==> src/logic/ctec_map.svh <==
// Register map, field positions and reset values of the charge time edge control block
`ifndef CTEC_MAP_SVH
`define CTEC_MAP_SVH

`define CTEC_ADDR_W        8
`define CTEC_ADDR_CTRL     8'h00
`define CTEC_ADDR_CLR      8'h04
`define CTEC_ADDR_SET      8'h08
`define CTEC_ADDR_INV      8'h0C
`define CTEC_CTRL_RESET    32'h0000_0000
`define CTEC_IMPL_MASK     32'hFFFC_BFFF
`define CTEC_BIT_E2_FLAG   25
`define CTEC_BIT_E1_FLAG   24
`define CTEC_RESP_OKAY     2'h0
`define CTEC_RESP_SLVERR   2'h2
`define CTEC_SRC_W         22
`define CTEC_SYNC_STAGES   3

`endif

==> src/logic/ctec_pkg.sv <==
// Types of the charge time edge control block
package ctec_pkg;

	typedef struct packed {
		logic       first_edge_sense_mode;
		logic       first_edge_polarity;
		logic [3:0] first_edge_source_sel;
		logic       second_edge_flag;
		logic       first_edge_flag;
		logic       second_edge_sense_mode;
		logic       second_edge_polarity;
		logic [3:0] second_edge_source_sel;
		logic [1:0] unused_hi;
		logic       unit_on;
		logic       unused_mid;
		logic       idle_stop;
		logic       delay_gen_enable;
		logic       edge_gate_enable;
		logic       edge_order_enable;
		logic       source_ground_enable;
		logic       trigger_out_enable;
		logic [5:0] current_trim;
		logic [1:0] current_range;
	} ctec_ctrl_s;

	// Raw event sources, 22 bits in all
	typedef struct packed {
		logic       peripheral_bus_clock;
		logic [2:0] comparator_out;
		logic [2:0] capture_event;
		logic       compare_unit_one;
		logic       timer_one_event;
		logic [12:0] edge_pin;
	} ctec_src_s;

	typedef struct packed {
		logic       source_on;
		logic       source_ground;
		logic [5:0] current_trim;
		logic [1:0] current_range;
	} ctec_analog_s;

endpackage : ctec_pkg

==> src/logic/ctec_top.sv <==
// Edge control logic of the charge time measurement unit with its AXI4-Lite register slave
//
// Design decisions made here: the AXI4-Lite interface to the registers and the register offsets.
`timescale 1ns/1ns
`include "ctec_map.svh"

module ctec_top
	import ctec_pkg::*;
(
	input  wire logic                     aclk,          // Bus clock, 10 MHz
	input  wire logic                     aresetn,       // Synchronous reset, active low
	input  wire logic [`CTEC_ADDR_W-1:0]  awaddr,        // Write address
	input  wire logic [2:0]               awprot,        // Unused protection
	input  wire logic                     awvalid,       // Write address valid
	output      logic                     awready,       // Write address ready
	input  wire logic [31:0]              wdata,         // Write data
	input  wire logic [3:0]               wstrb,         // Byte enables
	input  wire logic                     wvalid,        // Write data valid
	output      logic                     wready,        // Write data ready
	output      logic [1:0]               bresp,         // Write response
	output      logic                     bvalid,        // Write response valid
	input  wire logic                     bready,        // Write response ready
	input  wire logic [`CTEC_ADDR_W-1:0]  araddr,        // Read address
	input  wire logic [2:0]               arprot,        // Unused protection
	input  wire logic                     arvalid,       // Read address valid
	output      logic                     arready,       // Read address ready
	output      logic [31:0]              rdata,         // Read data
	output      logic [1:0]               rresp,         // Read response
	output      logic                     rvalid,        // Read data valid
	input  wire logic                     rready,        // Read data ready
	input  wire ctec_src_s                sources,       // Asynchronous edge sources
	input  wire logic                     idle_mode,     // Chip is in idle mode
	output      logic                     unit_active,   // Unit enabled and not idle-stopped
	output      logic                     first_edge_flag,  // First edge has occurred
	output      logic                     second_edge_flag, // Second edge has occurred
	output      logic                     trigger_out,   // One-cycle trigger on second edge
	output      logic                     delay_pulse,   // Delay pulse between edges
	output      ctec_analog_s             analog_ctrl    // Current source control
);

	// Bus write state
	logic                     aw_held;
	logic                     w_held;
	logic [`CTEC_ADDR_W-1:0]  aw_addr_q;
	logic [31:0]              w_data_q;
	logic [3:0]               w_strb_q;
	logic                     do_write;
	logic                     write_hit;
	logic                     read_hit;

	// Control register and its decoded view
	logic [31:0]              ctrl;
	logic [31:0]              next_ctrl;
	ctec_ctrl_s               cf;

	// Source conditioning
	logic [`CTEC_SRC_W-1:0]   sync1;
	logic [`CTEC_SRC_W-1:0]   sync2;
	logic [`CTEC_SRC_W-1:0]   sync3;
	logic [`CTEC_SRC_W-1:0]   src_stable;
	ctec_src_s                ss;
	logic [15:0]              first_choices;
	logic [15:0]              second_choices;
	logic                     first_in;
	logic                     second_in;
	logic                     first_prev;
	logic                     second_prev;
	logic                     running;
	logic                     first_set;
	logic                     second_set;

	assign cf = ctec_ctrl_s'(ctrl);

	// Byte lane mask from the strobes
	function automatic logic [31:0] lane_mask(input logic [3:0] strb);
		logic [31:0] m;
		m = 32'h0000_0000;
		for (int i = 0; i < 4; i++)
		begin
			m[i*8 +: 8] = {8{strb[i]}};
		end
		return m;
	endfunction : lane_mask

	// Address decode, shared by the read and write paths
	function automatic logic addr_mapped(input logic [`CTEC_ADDR_W-1:0] a);
		return (a == `CTEC_ADDR_CTRL) || (a == `CTEC_ADDR_CLR) ||
			(a == `CTEC_ADDR_SET) || (a == `CTEC_ADDR_INV);
	endfunction : addr_mapped

	// Qualified event of one edge channel
	function automatic logic edge_event(
		input logic edge_mode,
		input logic polarity,
		input logic cur,
		input logic prev
	);
		logic act;
		logic act_prev;
		act      = (cur == polarity);
		act_prev = (prev == polarity);
		return edge_mode ? (act && !act_prev) : act;
	endfunction : edge_event

	// Write channel: address and data taken in either order
	assign awready  = !aw_held && !bvalid;
	assign wready   = !w_held && !bvalid;
	assign do_write = aw_held && w_held;
	assign write_hit = addr_mapped(aw_addr_q);
	assign read_hit  = addr_mapped(araddr);

	always_ff @(posedge aclk)
	begin
		if (!aresetn)
		begin
			aw_held   <= 1'b0;
			aw_addr_q <= '0;
		end
		else if (awvalid && awready)
		begin
			aw_held   <= 1'b1;
			aw_addr_q <= awaddr;
		end
		else if (do_write)
		begin
			aw_held <= 1'b0;
		end
	end

	always_ff @(posedge aclk)
	begin
		if (!aresetn)
		begin
			w_held   <= 1'b0;
			w_data_q <= 32'h0000_0000;
			w_strb_q <= 4'h0;
		end
		else if (wvalid && wready)
		begin
			w_held   <= 1'b1;
			w_data_q <= wdata;
			w_strb_q <= wstrb;
		end
		else if (do_write)
		begin
			w_held <= 1'b0;
		end
	end

	always_ff @(posedge aclk)
	begin
		if (!aresetn)
		begin
			bvalid <= 1'b0;
			bresp  <= `CTEC_RESP_OKAY;
		end
		else if (do_write)
		begin
			bvalid <= 1'b1;
			bresp  <= write_hit ? `CTEC_RESP_OKAY : `CTEC_RESP_SLVERR;
		end
		else if (bvalid && bready)
		begin
			bvalid <= 1'b0;
		end
	end

	// Read channel: every alias reads back the control register
	assign arready = !rvalid;

	always_ff @(posedge aclk)
	begin
		if (!aresetn)
		begin
			rvalid <= 1'b0;
			rdata  <= 32'h0000_0000;
			rresp  <= `CTEC_RESP_OKAY;
		end
		else if (arvalid && arready)
		begin
			rvalid <= 1'b1;
			rdata  <= read_hit ? (ctrl & `CTEC_IMPL_MASK) : 32'h0000_0000;
			rresp  <= read_hit ? `CTEC_RESP_OKAY : `CTEC_RESP_SLVERR;
		end
		else if (rvalid && rready)
		begin
			rvalid <= 1'b0;
		end
	end

	// Three-stage synchronisers; a level counts once stages two and three agree
	genvar g;
	generate
		for (g = 0; g < `CTEC_SRC_W; g++)
		begin : g_sync
			always_ff @(posedge aclk)
			begin
				if (!aresetn)
				begin
					sync1[g]      <= 1'b0;
					sync2[g]      <= 1'b0;
					sync3[g]      <= 1'b0;
					src_stable[g] <= 1'b0;
				end
				else
				begin
					sync1[g] <= sources[g];
					sync2[g] <= sync1[g];
					sync3[g] <= sync2[g];
					if (sync2[g] == sync3[g])
					begin
						src_stable[g] <= sync3[g];
					end
				end
			end
		end
	endgenerate

	assign ss = ctec_src_s'(src_stable);

	// Source tables indexed directly by the select code
	assign first_choices = {ss.comparator_out[2], ss.comparator_out[1], ss.comparator_out[0],
		ss.capture_event[2], ss.capture_event[1], ss.capture_event[0],
		ss.edge_pin[7], ss.edge_pin[6], ss.edge_pin[5], ss.edge_pin[4],
		ss.edge_pin[3], ss.edge_pin[2], ss.edge_pin[0], ss.edge_pin[1],
		ss.compare_unit_one, ss.timer_one_event};
	assign second_choices = {ss.comparator_out[2], ss.comparator_out[1], ss.comparator_out[0],
		ss.peripheral_bus_clock,
		ss.capture_event[2], ss.capture_event[1], ss.capture_event[0],
		ss.edge_pin[12], ss.edge_pin[11], ss.edge_pin[10], ss.edge_pin[9], ss.edge_pin[8],
		ss.edge_pin[0], ss.edge_pin[1],
		ss.compare_unit_one, ss.timer_one_event};

	assign first_in  = first_choices[cf.first_edge_source_sel];
	assign second_in = second_choices[cf.second_edge_source_sel];

	always_ff @(posedge aclk)
	begin
		if (!aresetn)
		begin
			first_prev  <= 1'b0;
			second_prev <= 1'b0;
		end
		else
		begin
			first_prev  <= first_in;
			second_prev <= second_in;
		end
	end

	// Idle stop halts the unit only while the chip is idle
	assign running = cf.unit_on && !(cf.idle_stop && idle_mode);

	assign first_set = running && cf.edge_gate_enable &&
		edge_event(cf.first_edge_sense_mode, cf.first_edge_polarity, first_in, first_prev);
	assign second_set = running && cf.edge_gate_enable &&
		(!cf.edge_order_enable || cf.first_edge_flag) &&
		edge_event(cf.second_edge_sense_mode, cf.second_edge_polarity, second_in, second_prev);

	// Software write with aliases, then hardware flag sets, which win over a clear
	always_comb
	begin
		logic [31:0] m;
		m = lane_mask(w_strb_q) & w_data_q;
		next_ctrl = ctrl;
		if (do_write && write_hit)
		begin
			case (aw_addr_q)
				`CTEC_ADDR_CTRL: next_ctrl = (ctrl & ~lane_mask(w_strb_q)) | m;
				`CTEC_ADDR_CLR:  next_ctrl = ctrl & ~m;
				`CTEC_ADDR_SET:  next_ctrl = ctrl | m;
				`CTEC_ADDR_INV:  next_ctrl = ctrl ^ m;
				default:         next_ctrl = ctrl;
			endcase
		end
		next_ctrl = next_ctrl & `CTEC_IMPL_MASK;
		// Flags only move by hardware while running; writes land whether running or not
		if (first_set)
		begin
			next_ctrl[`CTEC_BIT_E1_FLAG] = 1'b1;
		end
		if (second_set)
		begin
			next_ctrl[`CTEC_BIT_E2_FLAG] = 1'b1;
		end
	end

	always_ff @(posedge aclk)
	begin
		if (!aresetn)
		begin
			ctrl <= `CTEC_CTRL_RESET;
		end
		else
		begin
			ctrl <= next_ctrl;
		end
	end

	// Flag outputs mirror the register bits so they agree with what the bus reads back; unit_active registers running
	always_ff @(posedge aclk)
	begin
		if (!aresetn)
		begin
			unit_active      <= 1'b0;
			first_edge_flag  <= 1'b0;
			second_edge_flag <= 1'b0;
		end
		else
		begin
			unit_active      <= running;
			first_edge_flag  <= next_ctrl[`CTEC_BIT_E1_FLAG];
			second_edge_flag <= next_ctrl[`CTEC_BIT_E2_FLAG];
		end
	end

	// Pulse outputs
	always_ff @(posedge aclk)
	begin
		if (!aresetn)
		begin
			trigger_out <= 1'b0;
			delay_pulse <= 1'b0;
		end
		else
		begin
			// Fires on a hardware set that finds the flag clear; a level-mode second edge keeps the flag but not the trigger
			trigger_out <= cf.trigger_out_enable && second_set && !cf.second_edge_flag;
			// The comparator on the second edge closes the pulse; software must route it there
			delay_pulse <= running && cf.delay_gen_enable &&
				next_ctrl[`CTEC_BIT_E1_FLAG] && !next_ctrl[`CTEC_BIT_E2_FLAG];
		end
	end

	// Current source control
	always_ff @(posedge aclk)
	begin
		if (!aresetn)
		begin
			analog_ctrl <= '0;
		end
		else
		begin
			// Current flows only between the two edges
			analog_ctrl.source_on     <= running &&
				(next_ctrl[`CTEC_BIT_E1_FLAG] ^ next_ctrl[`CTEC_BIT_E2_FLAG]);
			analog_ctrl.source_ground <= cf.source_ground_enable;
			analog_ctrl.current_trim  <= cf.current_trim;
			analog_ctrl.current_range <= cf.current_range;
		end
	end

endmodule : ctec_top

==> config.mk <==
export PLATFORM = sky130hd
export DESIGN_NAME = ctec_top
export DESIGN_NICKNAME = d
export VERILOG_FILES = /design/src/logic/ctec_pkg.sv /design/src/logic/ctec_top.sv
export VERILOG_INCLUDE_DIRS = /design/src /design/src/logic
export SDC_FILE = /design/constraint.sdc
export NUM_CORES = 1
export LEC_CHECK = 0
export ABC_AREA = 1
export BUFFER_PORTS_ARGS = -buffer_cell sky130_fd_sc_hd__buf_4
export CORE_ASPECT_RATIO = 0.6
export CORE_MARGIN = 10
export CORE_UTILIZATION = 30
export CTS_BUF_LIST = sky130_fd_sc_hd__clkbuf_16
export DETAILED_ROUTE_END_ITERATION = 6
export GPL_TIMING_DRIVEN = 1
export PLACE_DENSITY = 0.54
export SYNTH_ARGS = -nofsm -noshare
export SYNTH_HDL_FRONTEND = slang
export SYNTH_SLANG_ARGS = --single-unit
==> constraint.sdc <==
create_clock -name aclk -period 1.6 [get_ports aclk]
set_input_delay 0.24 -clock aclk [delete_from_list [all_inputs] [get_ports aclk]]
set_output_delay 0.24 -clock aclk [all_outputs]
set_load 0.02 [all_outputs]
==> flow_summary_export.csv <==
group,metric,value,unit
sta,slew_violations,0,
clock_tree,clock_latency,510,ps
critical_path,critPathMaxStageDelay,330,ps
yosys,synth_cell_types,30,
detailed_routing,vias,7993,
detailed_routing,drtIter0Drc,588,
critical_path,arrival,2050,ps
critical_path,cp-endpoint,"cf[6]",
final_layout,final_common_cell,"nand2_1",
detailed_routing,ant_nets,0,
clock_tree,cts-root-buf,"clkbuf_16",
critical_path,cp_max_fo,6,
job,max_cap_viol_count,0,
yosys,yosysTopAreaCell,"dfxtp_1",
global_routing,grt_usage,0.1387,
placed_design,place.gp.congestion,0.8555,
floorplan,dieWidth,242.1,um
yosys,synthCells,1149,
detailed_routing,routed_via_density,4.531,
outcome,status,"finished, violations left",
worst_hold_path,min_path_cells,3,
final_layout,fin_util,0.4157,
yosys,netlist_area,8876,um2
placed_design,port_buffers,127,
detailed_routing,drcViolationCount,0,
detailed_routing,drt-total-wl,26420,um
final_layout,area_delta_synth_final,35.58,%
sta,finalCritPeriodShare,1.009,
floorplan,dieArea,37090,um2
power,power_density,979.8,nW/um2
critical_path,crit_chain,"nor2_4, nand3_2, nor2_4, buf_6, clkinvlp_4, buf_4, o21ai_0, a221oi_1, a21oi_1",
clock_tree,cts_tree,"yes",
floorplan,start_util,0.3066,
final_layout,diodes,0,
floorplan,die_h,153.2,um
final_layout,drive_above_1_share,0.2104,
sta,finClkSkew,18.09,ps
critical_path,cp-end-kind,"register",
final_layout,layout_common_cells,"nand2_1 (206), dfxtp_1 (201), buf_4 (179)",
placed_design,hpwlAfterDp,19450,um
sta,fmax,619.7,MHz
floorplan,rows,48,
sta,min_period,1614,ps
yosys,yosysSeqAreaShare,0.4691,
yosys,ys_warn_count,0,
yosys,postSynthAreaPerCell,7.725,um2
power,ir_worst_vdd,0.0006177,V
outcome,violations,"setup timing",
critical_path,cp.required,2030,ps
critical_path,ff2ff_path_depth,9,
critical_path,r2r_start,"aw_addr_q[1]",
yosys,synthDominantCellAreaShare,0.4691,
critical_path,r2r_setup_slack,-10,ps
sta,setup_viol,1,
critical_path,critPathLaunchType,"register",
critical_path,worstSetupStartpoint,"aw_addr_q[1]",
detailed_routing,wire_per_inst,14.98,um
critical_path,crit_top_cell,"nor2_4",
worst_hold_path,hold_path.class,"primary input to register",
sta,rsz0062_at_grt,"true",
clock_tree,cts_buffers,21,
placed_design,pre_cts_slack,-44.38,ps
global_routing,overflow,0,
clock_tree,cts-htree-levels,1,
floorplan,io_pins,144,
sta,finalWorstSetupSlack,-13.67,ps
clock_tree,clock-sinks,208,
final_layout,final_nets,1501,
sta,hold_violations,0,
detailed_routing,firstDrtPassIters,7,
critical_path,r2r_end,"cf[6]",
clock_tree,path_clk_slew,60,ps
yosys,synth-seq-cells,208,
critical_path,crit_slowest_cell,"dfxtp_2",
power,p_leak,5.418,nW
global_routing,grt_start_max_net_pins,56,
global_routing,grt_pass1_wl,42120,um
yosys,synth.area.top_cells,"dfxtp_1 (47%), nand2_1 (8.8%), ha_1 (8.2%), o21ai_0 (6.8%), inv_1 (6.0%)",
floorplan,coreArea,28950,um2
global_routing,antenna_found_initial,0,
clock_tree,clock_path_buffers,3,
global_routing,grt_pass1_vias,7517,
critical_path,path_class,"register to register",
[layer usage]
layer,up-vias,wire length (um),GRT usage
met5,-,0,0
met4,0,263,0.02177
met3,25,1717,0.03185
met2,204,9301,0.1714
met1,3668,15130,0.2287
li1,4096,-,-
[report_power, final]
part,switching [mW],internal [mW],leakage (nW)
clock network,2.06,2.87,0.317
registers,0.153,5.38,1.70
logic,0.745,0.586,3.40
total,2.96,8.83,5.42
[registers in the layout (all words and copies together), names as in the netlist, 4 cells and up]
signal / count
sync3: 22
sync2: 22
rdata: 29
aw_addr_q: 8
analog_ctrl: 10
w_data_q: 29
first_choices: 16
sync1: 22
w_strb_q: 4
cf: 29
second_choices: 6
[stage by stage]
step	instances	hold WS [ps]	total power [mW]	TNS, ps	instance area, um2
after detailed placement	1684	398.3	6.796	-287.3	10640
after CTS	1763	3.342	11.88	-15.33	11890
after global routing	1764	33.68	12.31	-1803	12030
after global placement	1684	398.7	6.768	-114.9	10640
after floorplan	1153	337.6	6.244	0	8892
final	1764	24.61	11.79	-13.67	12030
[repair_timing]
item,in CTS,in global routing
hold endpoints to repair,42,0
cloned,2,1
setup buffers,3,0
setup endpoints to repair,22,33
gates resized for setup,20,59
hold buffers,42,0
pin swaps,4,16
[layout make-up]
class | count | area, um2
inverter | 148 | 569.3
clock inverter | 11 | 141.4
sequential | 208 | 4178
multi-input combinational | 736 | 4013
clock buffer | 21 | 525.5
tap | 400 | 500.5
fill | 3016 | 16910
timing repair buffer | 240 | 2107
[worst min path at each step]
stage                          start           end  slack (ps)
final                       wdata[5]   w_data_q[5]          20
after global routing       wdata[19]  w_data_q[19]          30
after CTS                  wdata[22]  w_data_q[22]           3
after detailed placement    sync1[0]      sync2[0]         400
after global placement     sync1[18]     sync2[18]         400
after floorplan           sources[0]      sync1[0]         340
[critical path, delay by kind of cell (launching register included)]
family	cells	cell delay (ps)
and+or+nand+nor	3	410
DFF	1	330
buffers and inverters	3	450
AOI/OAI and AO/OA	3	360
[cell usage after synthesis, drive strengths merged]
cell,count
nand2,214
dfxtp,208
inv,148
o21ai,142
nor2,137
a21oi,81
ha,58
nand3,44
clkbuf,36
buf,25
a22oi,20
a211oi,17
a221oi,10
nor3,2
nor4,2
o21a,2
conb,1
nor3b,1
or2,1
[logic make-up after synthesis]
kind of cell / count (synthesis) / synth area share
AND/OR/NAND/NOR: 401 / 0.1830
AO/OA/AOI/OAI: 272 / 0.1686
adder cells (fa/ha/maj): 58 / 0.08176
other: 1 / 0.0004225
flip-flops: 208 / 0.4691
buffers and inverters: 209 / 0.09712
No activity file was read; power rests on OpenSTA's default activity.
